**src/rtl/cfc_pkg.sv**
```systemverilog
package cfc_pkg;
   // ----------------------------------------------------------------
   // Channel register offsets
   // ----------------------------------------------------------------
   localparam logic [7:0] ADDR_RS_DEC = 8'h90;
   localparam logic [7:0] ADDR_RS_INTERP = 8'h91;
   localparam logic [7:0] ADDR_RS_SCALE = 8'h92;
   localparam logic [7:0] ADDR_RSVD_A = 8'h93;
   localparam logic [7:0] ADDR_FO_DEC = 8'h94;
   localparam logic [7:0] ADDR_FO_SCALE = 8'h95;
   localparam logic [7:0] ADDR_RSVD_B = 8'h96;
   localparam logic [7:0] ADDR_CF_DEC = 8'ha0;
   localparam logic [7:0] ADDR_CF_PHASE = 8'ha1;
   localparam logic [7:0] ADDR_CF_TAPS = 8'ha2;
   localparam logic [7:0] ADDR_CF_PTR = 8'ha3;
   localparam logic [7:0] ADDR_CF_CTRL = 8'ha4;
   localparam logic [7:0] ADDR_ST_I = 8'ha5;
   localparam logic [7:0] ADDR_ST_Q = 8'ha6;
   localparam logic [7:0] ADDR_COEF_TOP = 8'h7f;

   // ----------------------------------------------------------------
   // Field positions
   // ----------------------------------------------------------------
   localparam int RS_EXP_INV_BIT = 11;
   localparam int RS_EXP_WT_BIT = 10;
   localparam int RS_QUIET_LSB = 5;
   localparam int RS_LOUD_LSB = 0;
   localparam int CF_BYPASS_BIT = 10;
   localparam int CF_INSEL_BIT = 9;
   localparam int CF_BANK_BIT = 8;
   localparam int CF_COMMON_BIT = 7;
   localparam int CF_FORCE_BIT = 6;
   localparam int CF_FMT_LSB = 4;
   localparam int CF_SCALE_LSB = 0;

   // ----------------------------------------------------------------
   // Output formats and reset values
   // ----------------------------------------------------------------
   typedef enum logic [1:0] {
      FMT_FIXED = 2'h0,
      FMT_FLOAT8 = 2'h1,
      FMT_FLOAT12 = 2'h2
   } cfc_fmt_t;
   localparam logic [15:0] REG_RESET = 16'h0000;
endpackage : cfc_pkg

```
**src/rtl/cfc_channel_cfg.sv**
```systemverilog
// Functional notes
// [RULE1] Resampler decimation is written value plus one, 1 to 4096.
// [RULE2] Host keeps resampler decimation above interpolation with a usable scale.
// [RULE3] Resampler interpolation is written value plus one, 1 to 512.
// [RULE4] Scale bit 11 inverts input exponent polarity.
// [RULE5] Scale bit 10 picks 6.02 dB or 12.02 dB per exponent step.
// [RULE6] Two 5-bit scales, bits 9-5 and 4-0, chosen by level indicator pin.
// [RULE7] Host writes zeros to reserved locations 0x93 and 0x96.
// [RULE8] Fifth-order decimation is 8-bit value plus one.
// [RULE9] Coefficient filter decimation is 8-bit value plus one, up to 256.
// [RULE10] Phase select applies at each filter start and survives sync.
// [RULE11] Tap count is written value plus one.
// [RULE12] Coefficient pointer is shadowed, reloaded only at filter start.
// [RULE13] Bypass bit routes fifth-order output to self-test registers.
// [RULE14] Input select bit takes a partner channel's fifth-order output.
// [RULE15] Bank bit picks the 128-word coefficient half for host writes.
// [RULE16] Common exponent bit shares one exponent from the larger magnitude.
// [RULE17] Force bit applies output scale in float modes; mantissas saturate.
// [RULE18] Bits 5-4 pick 12+4, 8+4 or fixed point format.
// [RULE19] Gain-loop routed data is always fixed point.
// [RULE20] Bits 3-0 give output scale for fixed point or forced scale.
// [RULE21] Mapped self-test registers show 16 bits of current output.
// [RULE22] Unmapped, self-test registers accumulate a signature.
`timescale 1ns/1ns
`default_nettype none
module cfc_channel_cfg #(
   parameter int CHANNEL = 0,
   parameter int DW = 24
) (
   input wire logic CLK,
   input wire logic RST,
   input wire logic [7:0] ADDR,
   input wire logic [15:0] WDATA,
   input wire logic WR,
   input wire logic RD,
   output logic [15:0] RDATA,
   output logic COEF_WE,
   output logic [7:0] COEF_ADDR,
   output logic [15:0] COEF_WDATA,
   input wire logic LEVEL_IND,
   output logic EXP_INVERT,
   output logic EXP_WEIGHT_HI,
   output logic [4:0] RS_SCALE,
   output logic [12:0] RS_DECIMATION,
   output logic [9:0] RS_INTERPOLATION,
   output logic [8:0] FO_DECIMATION,
   output logic [4:0] FO_SCALE,
   output logic [8:0] CF_DECIMATION,
   output logic [8:0] CF_TAP_COUNT,
   input wire logic FILT_START,
   output logic [7:0] CF_PHASE_SEL,
   output logic [7:0] CF_POINTER,
   input wire logic [8*DW-1:0] CIC_I_ALL,
   input wire logic [8*DW-1:0] CIC_Q_ALL,
   input wire logic [7:0] CIC_VALID_ALL,
   output logic [DW-1:0] CF_IN_I,
   output logic [DW-1:0] CF_IN_Q,
   output logic CF_IN_VALID,
   input wire logic [DW-1:0] FILT_I,
   input wire logic [DW-1:0] FILT_Q,
   input wire logic FILT_VALID,
   input wire logic AGC_ROUTE,
   input wire logic MAP_TO_REGS,
   output logic [15:0] OUT_I,
   output logic [15:0] OUT_Q,
   output logic OUT_VALID
);
   // ----------------------------------------------------------------
   // Helpers
   // ----------------------------------------------------------------
   // Redundant sign bits, capped at 15: the normalising left shift
   function automatic logic [3:0] norm_of(input logic [DW-1:0] x);
      logic [4:0] n;
      logic run;
      n = 5'h00;
      run = 1'b1;
      for (int i = DW - 2; i >= 0; i--)
      begin
         if (run && x[i] == x[DW-1] && n != 5'h0f)
            n = n + 5'h01;
         else
            run = 1'b0;
      end
      return n[3:0];
   endfunction : norm_of

   // Left shift with saturation rather than wrap
   function automatic logic [DW-1:0] shl_sat(input logic [DW-1:0] x, input logic [3:0] e);
      logic [DW+15:0] w;
      w = {{16{x[DW-1]}}, x} << e;
      if (w[DW+15:DW-1] != {(17){x[DW-1]}})
         return x[DW-1] ? {1'b1, {(DW-1){1'b0}}} : {1'b0, {(DW-1){1'b1}}};
      return w[DW-1:0];
   endfunction : shl_sat

   // Partner channel for the cross-connect
   function automatic int partner_of(input int ch);
      return (ch & 4) | (((ch & 3) == 1) ? 0 : 1);
   endfunction : partner_of

   localparam int PARTNER = partner_of(CHANNEL);

   // ----------------------------------------------------------------
   // Register file
   // ----------------------------------------------------------------
   logic [11:0] rs_dec_q;
   logic [8:0] rs_interp_q;
   logic [11:0] rs_scale_q;
   logic [7:0] fo_dec_q;
   logic [4:0] fo_scale_q;
   logic [7:0] cf_dec_q;
   logic [7:0] cf_phase_q;
   logic [7:0] cf_taps_q;
   logic [7:0] cf_ptr_q;
   logic [10:0] cf_ctrl_q;
   logic [15:0] st_i_q;
   logic [15:0] st_q_q;

   // Write decode; reserved locations take nothing and read zero [RULE7]
   wire wr_coef = WR && ADDR <= cfc_pkg::ADDR_COEF_TOP;
   wire [7:0] coef_addr_d = {cf_ctrl_q[cfc_pkg::CF_BANK_BIT], ADDR[6:0]}; // [RULE15]

   // Control writes; all configuration clears to zero
   always_ff @(posedge CLK)
   begin
      if (RST)
      begin
         rs_dec_q <= cfc_pkg::REG_RESET[11:0];
         rs_interp_q <= cfc_pkg::REG_RESET[8:0];
         rs_scale_q <= cfc_pkg::REG_RESET[11:0];
         fo_dec_q <= cfc_pkg::REG_RESET[7:0];
         fo_scale_q <= cfc_pkg::REG_RESET[4:0];
         cf_dec_q <= cfc_pkg::REG_RESET[7:0];
         cf_phase_q <= cfc_pkg::REG_RESET[7:0];
         cf_taps_q <= cfc_pkg::REG_RESET[7:0];
         cf_ptr_q <= cfc_pkg::REG_RESET[7:0];
         cf_ctrl_q <= cfc_pkg::REG_RESET[10:0];
      end
      else if (WR)
      begin
         unique case (ADDR)
            cfc_pkg::ADDR_RS_DEC: rs_dec_q <= WDATA[11:0];
            cfc_pkg::ADDR_RS_INTERP: rs_interp_q <= WDATA[8:0];
            cfc_pkg::ADDR_RS_SCALE: rs_scale_q <= WDATA[11:0];
            cfc_pkg::ADDR_FO_DEC: fo_dec_q <= WDATA[7:0];
            cfc_pkg::ADDR_FO_SCALE: fo_scale_q <= WDATA[4:0];
            cfc_pkg::ADDR_CF_DEC: cf_dec_q <= WDATA[7:0];
            cfc_pkg::ADDR_CF_PHASE: cf_phase_q <= WDATA[7:0];
            cfc_pkg::ADDR_CF_TAPS: cf_taps_q <= WDATA[7:0];
            cfc_pkg::ADDR_CF_PTR: cf_ptr_q <= WDATA[7:0];
            cfc_pkg::ADDR_CF_CTRL: cf_ctrl_q <= WDATA[10:0];
            default: ;
         endcase
      end
   end

   // Read mux; unmapped and reserved answer zero
   logic [15:0] rd_mux;
   always_comb
   begin
      unique case (ADDR)
         cfc_pkg::ADDR_RS_DEC: rd_mux = {4'h0, rs_dec_q};
         cfc_pkg::ADDR_RS_INTERP: rd_mux = {7'h00, rs_interp_q};
         cfc_pkg::ADDR_RS_SCALE: rd_mux = {4'h0, rs_scale_q};
         cfc_pkg::ADDR_FO_DEC: rd_mux = {8'h00, fo_dec_q};
         cfc_pkg::ADDR_FO_SCALE: rd_mux = {11'h000, fo_scale_q};
         cfc_pkg::ADDR_CF_DEC: rd_mux = {8'h00, cf_dec_q};
         cfc_pkg::ADDR_CF_PHASE: rd_mux = {8'h00, cf_phase_q};
         cfc_pkg::ADDR_CF_TAPS: rd_mux = {8'h00, cf_taps_q};
         cfc_pkg::ADDR_CF_PTR: rd_mux = {8'h00, cf_ptr_q};
         cfc_pkg::ADDR_CF_CTRL: rd_mux = {5'h00, cf_ctrl_q};
         cfc_pkg::ADDR_ST_I: rd_mux = st_i_q;
         cfc_pkg::ADDR_ST_Q: rd_mux = st_q_q;
         default: rd_mux = 16'h0000;
      endcase
   end

   // Read data and coefficient write strobe, both registered
   always_ff @(posedge CLK)
   begin
      if (RST)
      begin
         RDATA <= 16'h0000;
         COEF_WE <= 1'b0;
         COEF_ADDR <= 8'h00;
         COEF_WDATA <= 16'h0000;
      end
      else
      begin
         if (RD)
            RDATA <= rd_mux;
         COEF_WE <= wr_coef;
         if (wr_coef)
         begin
            COEF_ADDR <= coef_addr_d; // [RULE15]
            COEF_WDATA <= WDATA;
         end
      end
   end

   // ----------------------------------------------------------------
   // Filter settings
   // ----------------------------------------------------------------
   // Scale chosen by the level pin; the pin is taken as synchronous
   wire [4:0] rs_scale_d = LEVEL_IND ? rs_scale_q[cfc_pkg::RS_QUIET_LSB +: 5]
                                     : rs_scale_q[cfc_pkg::RS_LOUD_LSB +: 5]; // [RULE6]

   // Factors are presented already incremented so no stage adds one
   always_ff @(posedge CLK)
   begin
      if (RST)
      begin
         RS_DECIMATION <= 13'h0001;
         RS_INTERPOLATION <= 10'h001;
         FO_DECIMATION <= 9'h001;
         CF_DECIMATION <= 9'h001;
         CF_TAP_COUNT <= 9'h001;
         RS_SCALE <= 5'h00;
         EXP_INVERT <= 1'b0;
         EXP_WEIGHT_HI <= 1'b0;
         FO_SCALE <= 5'h00;
      end
      else
      begin
         RS_DECIMATION <= {1'b0, rs_dec_q} + 13'h0001; // [RULE1]
         RS_INTERPOLATION <= {1'b0, rs_interp_q} + 10'h001; // [RULE3]
         FO_DECIMATION <= {1'b0, fo_dec_q} + 9'h001; // [RULE8]
         CF_DECIMATION <= {1'b0, cf_dec_q} + 9'h001; // [RULE9]
         CF_TAP_COUNT <= {1'b0, cf_taps_q} + 9'h001; // [RULE11]
         RS_SCALE <= rs_scale_d; // [RULE6]
         EXP_INVERT <= rs_scale_q[cfc_pkg::RS_EXP_INV_BIT]; // [RULE4]
         EXP_WEIGHT_HI <= rs_scale_q[cfc_pkg::RS_EXP_WT_BIT]; // [RULE5]
         FO_SCALE <= fo_scale_q;
      end
   end

   // Shadows load only at a filter start so mid-filter writes are safe;
   // reset is the sole clear, a channel sync leaves them alone
   always_ff @(posedge CLK)
   begin
      if (RST)
      begin
         CF_PHASE_SEL <= 8'h00;
         CF_POINTER <= 8'h00;
      end
      else if (FILT_START)
      begin
         CF_PHASE_SEL <= cf_phase_q; // [RULE10]
         CF_POINTER <= cf_ptr_q; // [RULE12]
      end
   end

   // ----------------------------------------------------------------
   // Coefficient filter input cross-connect
   // ----------------------------------------------------------------
   wire in_other = cf_ctrl_q[cfc_pkg::CF_INSEL_BIT];
   wire [DW-1:0] own_i = CIC_I_ALL[CHANNEL*DW +: DW];
   wire [DW-1:0] own_q = CIC_Q_ALL[CHANNEL*DW +: DW];
   wire own_v = CIC_VALID_ALL[CHANNEL];
   wire [DW-1:0] sel_i = in_other ? CIC_I_ALL[PARTNER*DW +: DW] : own_i; // [RULE14]
   wire [DW-1:0] sel_q = in_other ? CIC_Q_ALL[PARTNER*DW +: DW] : own_q; // [RULE14]
   wire sel_v = in_other ? CIC_VALID_ALL[PARTNER] : own_v; // [RULE14]
   wire bypass = cf_ctrl_q[cfc_pkg::CF_BYPASS_BIT];

   // Feed stalls while bypassed: the filter is out of the path
   always_ff @(posedge CLK)
   begin
      if (RST)
      begin
         CF_IN_I <= '0;
         CF_IN_Q <= '0;
         CF_IN_VALID <= 1'b0;
      end
      else
      begin
         CF_IN_I <= sel_i;
         CF_IN_Q <= sel_q;
         CF_IN_VALID <= sel_v && !bypass; // [RULE13]
      end
   end

   // ----------------------------------------------------------------
   // Output formatter
   // ----------------------------------------------------------------
   wire [1:0] fmt_bits = cf_ctrl_q[cfc_pkg::CF_FMT_LSB +: 2];
   wire [3:0] out_scale = cf_ctrl_q[cfc_pkg::CF_SCALE_LSB +: 4]; // [RULE20]
   wire force_scale = cf_ctrl_q[cfc_pkg::CF_FORCE_BIT];
   wire common_exp = cf_ctrl_q[cfc_pkg::CF_COMMON_BIT];
   // Gain-loop routing overrides the chosen format
   wire is_fixed = AGC_ROUTE || fmt_bits == cfc_pkg::FMT_FIXED; // [RULE18] [RULE19]
   wire is_f12 = fmt_bits[1]; // [RULE18]
   wire [3:0] norm_i = norm_of(FILT_I);
   wire [3:0] norm_q = norm_of(FILT_Q);
   // Fewer redundant sign bits means the larger magnitude
   wire [3:0] norm_c = (norm_i < norm_q) ? norm_i : norm_q; // [RULE16]
   wire [3:0] exp_i = force_scale ? out_scale : (common_exp ? norm_c : norm_i); // [RULE16] [RULE17]
   wire [3:0] exp_q = force_scale ? out_scale : (common_exp ? norm_c : norm_q); // [RULE16] [RULE17]
   wire [DW-1:0] fx_i = shl_sat(FILT_I, out_scale); // [RULE20]
   wire [DW-1:0] fx_q = shl_sat(FILT_Q, out_scale); // [RULE20]
   wire [DW-1:0] fl_i = shl_sat(FILT_I, exp_i); // [RULE17]
   wire [DW-1:0] fl_q = shl_sat(FILT_Q, exp_q); // [RULE17]
   wire [15:0] word_i = is_fixed ? fx_i[DW-1 -: 16]
                      : is_f12 ? {fl_i[DW-1 -: 12], exp_i}
                               : {4'h0, fl_i[DW-1 -: 8], exp_i}; // [RULE18]
   wire [15:0] word_q = is_fixed ? fx_q[DW-1 -: 16]
                      : is_f12 ? {fl_q[DW-1 -: 12], exp_q}
                               : {4'h0, fl_q[DW-1 -: 8], exp_q}; // [RULE18]

   // Output words, one cycle after the filter sample
   always_ff @(posedge CLK)
   begin
      if (RST)
      begin
         OUT_I <= 16'h0000;
         OUT_Q <= 16'h0000;
         OUT_VALID <= 1'b0;
      end
      else
      begin
         OUT_VALID <= FILT_VALID && !bypass;
         if (FILT_VALID)
         begin
            OUT_I <= word_i;
            OUT_Q <= word_q;
         end
      end
   end

   // ----------------------------------------------------------------
   // Self-test registers
   // ----------------------------------------------------------------
   // Bypass takes the top 16 bits of the own fifth-order output
   wire st_v = bypass ? own_v : FILT_VALID; // [RULE13]
   wire [15:0] st_di = bypass ? own_i[DW-1 -: 16] : word_i; // [RULE13] [RULE21]
   wire [15:0] st_dq = bypass ? own_q[DW-1 -: 16] : word_q;
   // Rotate-and-xor signature; weak but cheap, enough to catch a stuck path
   wire [15:0] sig_i = {st_i_q[14:0], st_i_q[15]} ^ st_di; // [RULE22]
   wire [15:0] sig_q = {st_q_q[14:0], st_q_q[15]} ^ st_dq; // [RULE22]

   always_ff @(posedge CLK)
   begin
      if (RST)
      begin
         st_i_q <= 16'h0000;
         st_q_q <= 16'h0000;
      end
      else if (st_v)
      begin
         st_i_q <= MAP_TO_REGS ? st_di : sig_i; // [RULE21] [RULE22]
         st_q_q <= MAP_TO_REGS ? st_dq : sig_q; // [RULE21] [RULE22]
      end
   end

   // ----------------------------------------------------------------
   // Checks
   // ----------------------------------------------------------------
   a_rs_dec_plus1: assert property (@(posedge CLK) disable iff (RST) // [RULE1]
      ##1 RS_DECIMATION == {1'b0, $past(rs_dec_q)} + 13'h0001)
      else $error("resampler decimation not value plus one");
   a_interp_plus1: assert property (@(posedge CLK) disable iff (RST) // [RULE3]
      WR && ADDR == cfc_pkg::ADDR_RS_INTERP
      |-> ##2 RS_INTERPOLATION == {1'b0, $past(WDATA[8:0], 2)} + 10'h001)
      else $error("resampler interpolation not value plus one");
   a_scale_by_level: assert property (@(posedge CLK) disable iff (RST) // [RULE6]
      ##1 RS_SCALE == ($past(LEVEL_IND) ? $past(rs_scale_q[9:5]) : $past(rs_scale_q[4:0])))
      else $error("resampler scale not chosen by level pin");
   a_ptr_shadow_hold: assert property (@(posedge CLK) disable iff (RST) // [RULE12]
      !FILT_START |=> $stable(CF_POINTER))
      else $error("coefficient pointer moved without a filter start");
   a_ptr_shadow_load: assert property (@(posedge CLK) disable iff (RST) // [RULE10]
      FILT_START |=> CF_POINTER == $past(cf_ptr_q) && CF_PHASE_SEL == $past(cf_phase_q))
      else $error("shadows not loaded at filter start");
   a_coef_bank_addr: assert property (@(posedge CLK) disable iff (RST) // [RULE15]
      WR && ADDR[7] == 1'b0 |=> COEF_WE && COEF_ADDR[7] == $past(cf_ctrl_q[8]))
      else $error("coefficient write missed the selected bank");
   a_cross_partner: assert property (@(posedge CLK) disable iff (RST) // [RULE14]
      in_other |=> CF_IN_I == $past(CIC_I_ALL[PARTNER*DW +: DW]))
      else $error("cross-connect took the wrong channel");
   a_fixed_on_agc: assert property (@(posedge CLK) disable iff (RST) // [RULE19]
      FILT_VALID && AGC_ROUTE |=> OUT_I == $past(fx_i[DW-1 -: 16]))
      else $error("gain-loop data not in fixed point");
   a_map_loads_out: assert property (@(posedge CLK) disable iff (RST) // [RULE21]
      FILT_VALID && MAP_TO_REGS && !bypass |=> st_i_q == OUT_I)
      else $error("mapped self-test register not equal to output");
   a_bypass_stalls: assert property (@(posedge CLK) disable iff (RST) // [RULE13]
      bypass [*2] |-> !CF_IN_VALID && !OUT_VALID)
      else $error("filter path active while bypassed");
endmodule : cfc_channel_cfg
`default_nettype wire

```
**config.mk**
```make
export PLATFORM = sky130hd
export DESIGN_NAME = cfc_channel_cfg
export DESIGN_NICKNAME = d
export VERILOG_FILES = /design/src/rtl/cfc_pkg.sv /design/src/rtl/cfc_channel_cfg.sv
export SDC_FILE = /design/constraint.sdc
export NUM_CORES = 1
export LEC_CHECK = 0
export BUFFER_PORTS_ARGS = -buffer_cell sky130_fd_sc_hd__buf_2
export CAP_MARGIN = 20
export CORE_ASPECT_RATIO = 1.75
export CORE_MARGIN = 8
export CORE_UTILIZATION = 25
export CTS_CLUSTER_DIAMETER = 200
export CTS_CLUSTER_SIZE = 10
export DETAILED_ROUTE_END_ITERATION = 10
export SETUP_SLACK_MARGIN = 0.3
export SLEW_MARGIN = 10
export SYNTH_ARGS = -nofsm -noshare
export SYNTH_HDL_FRONTEND = slang
export SYNTH_SLANG_ARGS = --single-unit
export TNS_END_PERCENT = 1
```
**constraint.sdc**
```tcl
create_clock -name CLK -period 92.4 [get_ports CLK]
set_clock_uncertainty 0.05 [all_clocks]
set_input_delay 0 -clock CLK [delete_from_list [all_inputs] [get_ports CLK]]
set_output_delay 0 -clock CLK [all_outputs]
set_load 0.005 [all_outputs]
```
==> results.json, run 1 <==
{
  "outcome": "completed",
  "postRouteAntennaNets": 0,
  "port_buffers": 379,
  "viasPerCell": 5.293,
  "setup.worst_path.end_class": "flip-flop",
  "critPathMaxStageDelay_ns": 0.75,
  "worst_path_most_repeated_cell": "ha_1",
  "core-area_um2": 101400,
  "vdd_drop_max_v": 0.00001552,
  "final_cell_mix": "395 x nand2_1, 378 x buf_2, 349 x nor2_1, 318 x dfxtp_1, 275 x a21oi_1",
  "ys_warn_count": 0,
  "maxCapViolCount": 0,
  "dp_hpwl_um": 85280,
  "h-tree-depth": 2,
  "syn_inst": 3301,
  "final_nets": 4269,
  "synth-seq-area-share": 0.2535,
  "pre_cts_ws_ns": 55.03,
  "grt_overflow_total": 0,
  "synth_area_per_cell_um2": 7.704,
  "die_area_um2": 112600,
  "synth_area_um2": 25430,
  "wl_um": 111400,
  "critPathRequiredTime_ns": 92.80,
  "tightest_slew_ns": 1.190,
  "finalSetupViolations": 0,
  "grt_max_degree": 198,
  "reg2regPathDepth": 18,
  "tns_ns": 0,
  "gp_congestion": 0.9276,
  "grt_pass1_vias": 26150,
  "drive_gt1_frac": 0.1679,
  "vias": 26770,
  "cp_max_fo": 52,
  "async_reset_ff_frac": 0,
  "arrival_ns": 37.58,
  "final_common_cell": "nand2_1",
  "wire_per_inst_um": 22.02,
  "ctsRootBufferMaster": "clkbuf_16",
  "fmax_mhz": 26.90,
  "io_pins": 674,
  "rsz0062_at_grt": "false",
  "first_iter_violations": 1724,
  "area_growth_pct": 23.56,
  "powerDensity_nw_per_um2": 11.75,
  "synth_ff_type": "dfxtp_1",
  "clk_pin_slew_ns": 0.05,
  "clock-sinks": 322,
  "clk_path_buf_depth": 3,
  "drc": 0,
  "cts_buffers": 38,
  "die_w_um": 257.1,
  "grt_first_pass_wirelength_um": 163800,
  "power_leakage_uw": 0.01211,
  "cp-start-kind": "primary input",
  "yosysUniqueCellTypes": 111,
  "clk_latency_ns": 0.56,
  "nFillCells": 10820,
  "firstDrtPassIters": 5,
  "synth.ff_latch_count": 322,
  "hold_viol_final": 0,
  "fin_crit_ns": 37.18,
  "row_count": 155,
  "cp.buffers_inverters": 10,
  "dieHeight_um": 437.9,
  "whs_path_depth": 5,
  "cp.depth": 154,
  "critical_path_class": "in -> reg",
  "worst_slack_ns": 55.22,
  "synth_edf_count": 0,
  "hp-class": "in -> reg",
  "antenna_found_initial": 18,
  "grt_use_total": 0.1868,
  "finalCritPeriodShare": 0.4023,
  "initial_core_util": 0.2507,
  "cp_slowest_cell": "a211oi_1",
  "path_delay_family": "simple AND/OR/NAND/NOR gates",
  "maxSlewHeadroom": 0.2064,
  "drv_slew": 0,
  "cts_tree": "yes"
}
kinds of logic (layout without fill, tap and decap cells):
logic type / count (synthesis) / count (layout) / share of synthesized area
other: 2 / 11 / 0.0002953
DFF: 322 / 322 / 0.2535
xor gates and xnor gates: 171 / 171 / 0.06618
adders and majority gates: 84 / 84 / 0.04123
muxes: 319 / 319 / 0.1424
buffers and inverters: 310 / 723 / 0.04797
and+or+nand+nor: 1265 / 1265 / 0.2344
AOI/OAI and AO/OA: 828 / 828 / 0.2140
cells in the mapped netlist (all sizes together) (7+ instances only):
cell type  count  area, um2
nor4          20      125.1
and3          49      311.6
a22oi         22      165.2
or3           34      227.7
o21ai        151      759.5
nand3        139      695.7
a2bb2oi        8      70.07
o22ai         36      225.2
a221oi        25      219.0
xnor2         77      723.2
or2           22      137.6
o21a          16      120.1
nand2        396       1489
buf           49      240.2
nor3          56      312.8
a211o         10      87.58
o211a          7      70.07
dfxtp        322       6446
a21o          17      127.6
a211oi        99      775.7
a311oi        14      152.7
a21oi        278       1418
o31ai         11      82.58
nand4         19      125.1
mux2i        239       2405
nand2b        46      287.8
a2111oi       12      121.4
nor2         354       1344
ha            83       1039
nor2b         56      350.3
mux4          28      630.6
mux2          52      585.6
a21boi        11      82.58
xor2          85      752.0
xnor3          8      183.9
o211ai        24      180.2
a31oi         16      100.1
and2          41      256.5
inv           62      232.7
clkbuf       196      735.7
a22o          20      175.2
final timing paths:
check	start	endpoint	slack [ns]
worst min register to register	COEF_WDATA[11]	COEF_WDATA[11]	0.40
worst min-delay path	CIC_I_ALL[8]	st_i_q[0]	0.02
worst max register to register	cf_ctrl_q[7]	st_q_q[5]	86.32
worst max-delay path	FILT_I[23]	st_q_q[5]	55.22
final cells by class:
| class | count | area (um2) | share of cell area |
|---|---|---|---|
| antenna | 7 | 17.52 | 0.0005575 |
| clock buffer | 40 | 979.7 | 0.03118 |
| clock inverter | 3 | 41.29 | 0.001314 |
| inverter | 65 | 244.0 | 0.007765 |
| multi-input combinational | 2671 | 17800 | 0.5664 |
| sequential | 322 | 6454 | 0.2054 |
| tap | 1334 | 1669 | 0.05312 |
| timing repair buffer | 615 | 4219 | 0.1343 |
registers in the layout, summed over array words and instances, names as in the netlist, 12 cells and up:
register,flops
CF_IN_I,24
OUT_I,16
RDATA,16
st_i_q,16
COEF_WDATA,16
rs_dec_q,12
rs_scale_q,12
OUT_Q,16
CF_IN_Q,24
RS_DECIMATION,13
st_q_q,16
through the flow:
stage | hold WS, ns | total power [uW] | std cells | util | instance area [um2]
global placement | 0.1803 | 227.5 | 4809 | 0.2797 | 28370
global route | 0.08344 | 385.1 | 5052 | 0.3097 | 31410
finish | 0.02110 | 369.1 | 5057 | 0.3098 | 31420
detailed placement | 0.1863 | 228.8 | 4811 | 0.2802 | 28420
CTS | 0.04612 | 373.0 | 5049 | 0.3095 | 31400
floorplan | 0.08597 | 199.5 | 3303 | - | 25440
power by group:
group | internal (uW) | total [uW] | switching (uW) | leakage (uW)
Clock | 75.0 | 136 | 61.0 | 0.000500
Combinational | 34.7 | 86.4 | 51.7 | 0.00898
Sequential | 143 | 147 | 3.57 | 0.00263
tightest hold or removal path: stages:
cell	delay (ns)
buf_2	0.14
nor2_1	0.09
a21o_1	0.15
xnor2_1	0.12
a211oi_1	0.06
routing by layer:
metal / vias up / global-route usage / wire (um)
li1: 12700 / - / -
met1: 12760 / 0.2042 / 42070
met3: 301 / 0.03024 / 6292
met2: 995 / 0.3395 / 55950
met5: - / 0 / 80
met4: 14 / 0.1040 / 6981
repair_timing:
item / in CTS / in global routing
buffers inserted: 0 / 0
gates resized for setup: 0 / 0
endpoints found under the hold margin: 243 / 0
hold buffers: 195 / 0
Power figures use the tool's default switching activity.
==> run 2: changes to the inputs <==
==> constraint.sdc (replaced) <==
create_clock -name CLK -period 33.9 [get_ports CLK]
set_clock_uncertainty 0.05 [all_clocks]
set_input_delay 0 -clock CLK [delete_from_list [all_inputs] [get_ports CLK]]
set_output_delay 0 -clock CLK [all_outputs]
set_load 0.005 [all_outputs]
==> results.json, run 2 (synthesis gave the netlist of run 1 again) <==
{
  "cp_slowest_cell": "or4b_1",
  "arrival_ns": 31.83,
  "final_core_util": 0.3313,
  "clk_latency_ns": 0.56,
  "final_nets": 4535,
  "tns_ns": 0,
  "worst_path_most_repeated_cell": "ha_1",
  "die_area_um2": 112600,
  "intPower_uw": 713.1,
  "hold_viol_final": 1,
  "h-tree-depth": 2,
  "wl_um": 114200,
  "dieHeight_um": 437.9,
  "die_w_um": 257.1,
  "area_growth_pct": 32.13,
  "critPathMaxStageDelay_ns": 0.53,
  "power_leakage_uw": 0.01346,
  "core-area_um2": 101400,
  "firstDrtPassIters": 6,
  "maxCapViolCount": 0,
  "grt_first_pass_wirelength_um": 166500,
  "p_switching_uw": 322.6,
  "fmax_mhz": 31.81,
  "clock-sinks": 322,
  "antenna_found_initial": 15,
  "cts_tree": "yes",
  "grt_use_total": 0.1903,
  "clkPwrFrac": 0.356,
  "final_cells": 5321,
  "gp_congestion": 0.9568,
  "drive_gt1_frac": 0.2303,
  "grt_overflow_total": 0,
  "clk_pin_slew_ns": 0.06,
  "final_common_cell": "nand2_1",
  "hp-class": "in -> reg",
  "drv_slew": 0,
  "fin_crit_ns": 31.43,
  "clk_path_buf_depth": 3,
  "rsz0062_at_grt": "false",
  "wire_per_inst_um": 21.46,
  "place_inst": 5071,
  "cts_buffers": 38,
  "cp_max_fo": 16,
  "reg_top3": "CF_IN_I: 24 flops, CF_IN_Q: 24 flops",
  "grt_pass1_vias": 27260,
  "row_count": 155,
  "grt_max_degree": 145,
  "powerDensity_nw_per_um2": 30.82,
  "io_pins": 674,
  "p_seq_frac": 0.386,
  "tightest_slew_ns": 1.171,
  "comb_power_share": 0.258,
  "maxSlewHeadroom": 0.2174,
  "critPathRequiredTime_ns": 34.30,
  "dp_hpwl_um": 88530,
  "port_buffers": 379,
  "finalCritPeriodShare": 0.9273,
  "vias": 27740,
  "outcome": "finished with violations",
  "p_total_uw": 1036,
  "vdd_drop_max_v": 0.00003987,
  "cp-start-kind": "primary input",
  "initial_core_util": 0.2507,
  "finalSetupViolations": 0,
  "netSwitchingFraction": 0.3115,
  "setup.worst_path.end_class": "flip-flop",
  "holdWs_ns": -0.002225,
  "postRouteAntennaNets": 0,
  "final_cell_mix": "395 x nand2_1, 376 x buf_2, 345 x nor2_1, 318 x dfxtp_1, 303 x buf_4",
  "critical_path_class": "in -> reg",
  "violations": "hold timing",
  "viasPerCell": 5.213,
  "first_iter_violations": 1795,
  "ctsRootBufferMaster": "clkbuf_16",
  "drc": 0
}
run 2: cell count changes in the layout (fill, tap and decap cells not counted), moves of 3 or more:
cell / before / now
buf_12: 1 / 5
ha_2: 0 / 3
nor2_2: 4 / 8
buf_4: 38 / 303
nor2_1: 349 / 345
dlygate4sd3_1: 195 / 192
ha_1: 83 / 80
run 2: layer usage:
layer  vias to the layer above  part of all wire  track usage
met4                        14             0.071       0.1165
met2                      1019              0.50       0.3473
met3                       347             0.058      0.03185
li1                      13220                 -            -
met5                         -           0.00075            0
met1                     13140              0.37       0.2022
run 2: path summary, 6_finish.rpt:
kind,start,end,slack (ns),cells after the start
worst max-delay path,FILT_I[22],st_q_q[14],2.47,157
worst min-delay path,CIC_I_ALL[9],st_i_q[1],-0.002,4
worst max register to register,cf_ctrl_q[1],st_q_q[5],28.60,20
worst min register to register,COEF_WDATA[9],COEF_WDATA[9],0.40,2
run 2: power by group through the flow:
stage                     combinational (uW)  clock, uW  sequential, uW
after floorplan                          140          0             404
after global placement                   242          0             408
after detailed placement                 245          0             408
after CTS                                263        381             400
after global routing                     290        390             401
final                                    267        368             400
run 2: per-stage QoR:
stage	setup slack [ns]	cell area, um2
2_1_floorplan	3.023	25440
3_3_place_gp	1.106	30370
3_5_place_dp	0.8261	30410
4_1_cts	1.246	33350
5_1_grt	0.2679	33590
6_report	2.466	33600
run 2: what timing repair did:
action / CTS / global route
hold buffers: 192 / 0
buffers inserted: 0 / 9
resized for setup: 0 / 37
setup endpoints to repair: 0 / 44
hold endpoints to repair: 231 / 0
run 2: cell type report:
class / count / area [um2]
tap: 1334 / 1669
inverter: 65 / 244.0
sequential: 322 / 6454
timing repair buffer: 881 / 6255
antenna: 5 / 12.51
clock buffer: 40 / 979.7
multi-input combinational: 2671 / 17940
fill: 10670 / 67830
clock inverter: 3 / 41.29
run 2: worst max-delay path: cells and delay by family:
family / cells / cell delay [ns]
adder cells (fa/ha/maj): 30 / 6.91
AND/OR/NAND/NOR: 48 / 9.55
multiplexers: 12 / 2.95
buffers and inverters: 17 / 2.33
XOR/XNOR: 11 / 1.95
AO/OA/AOI/OAI: 39 / 8.13
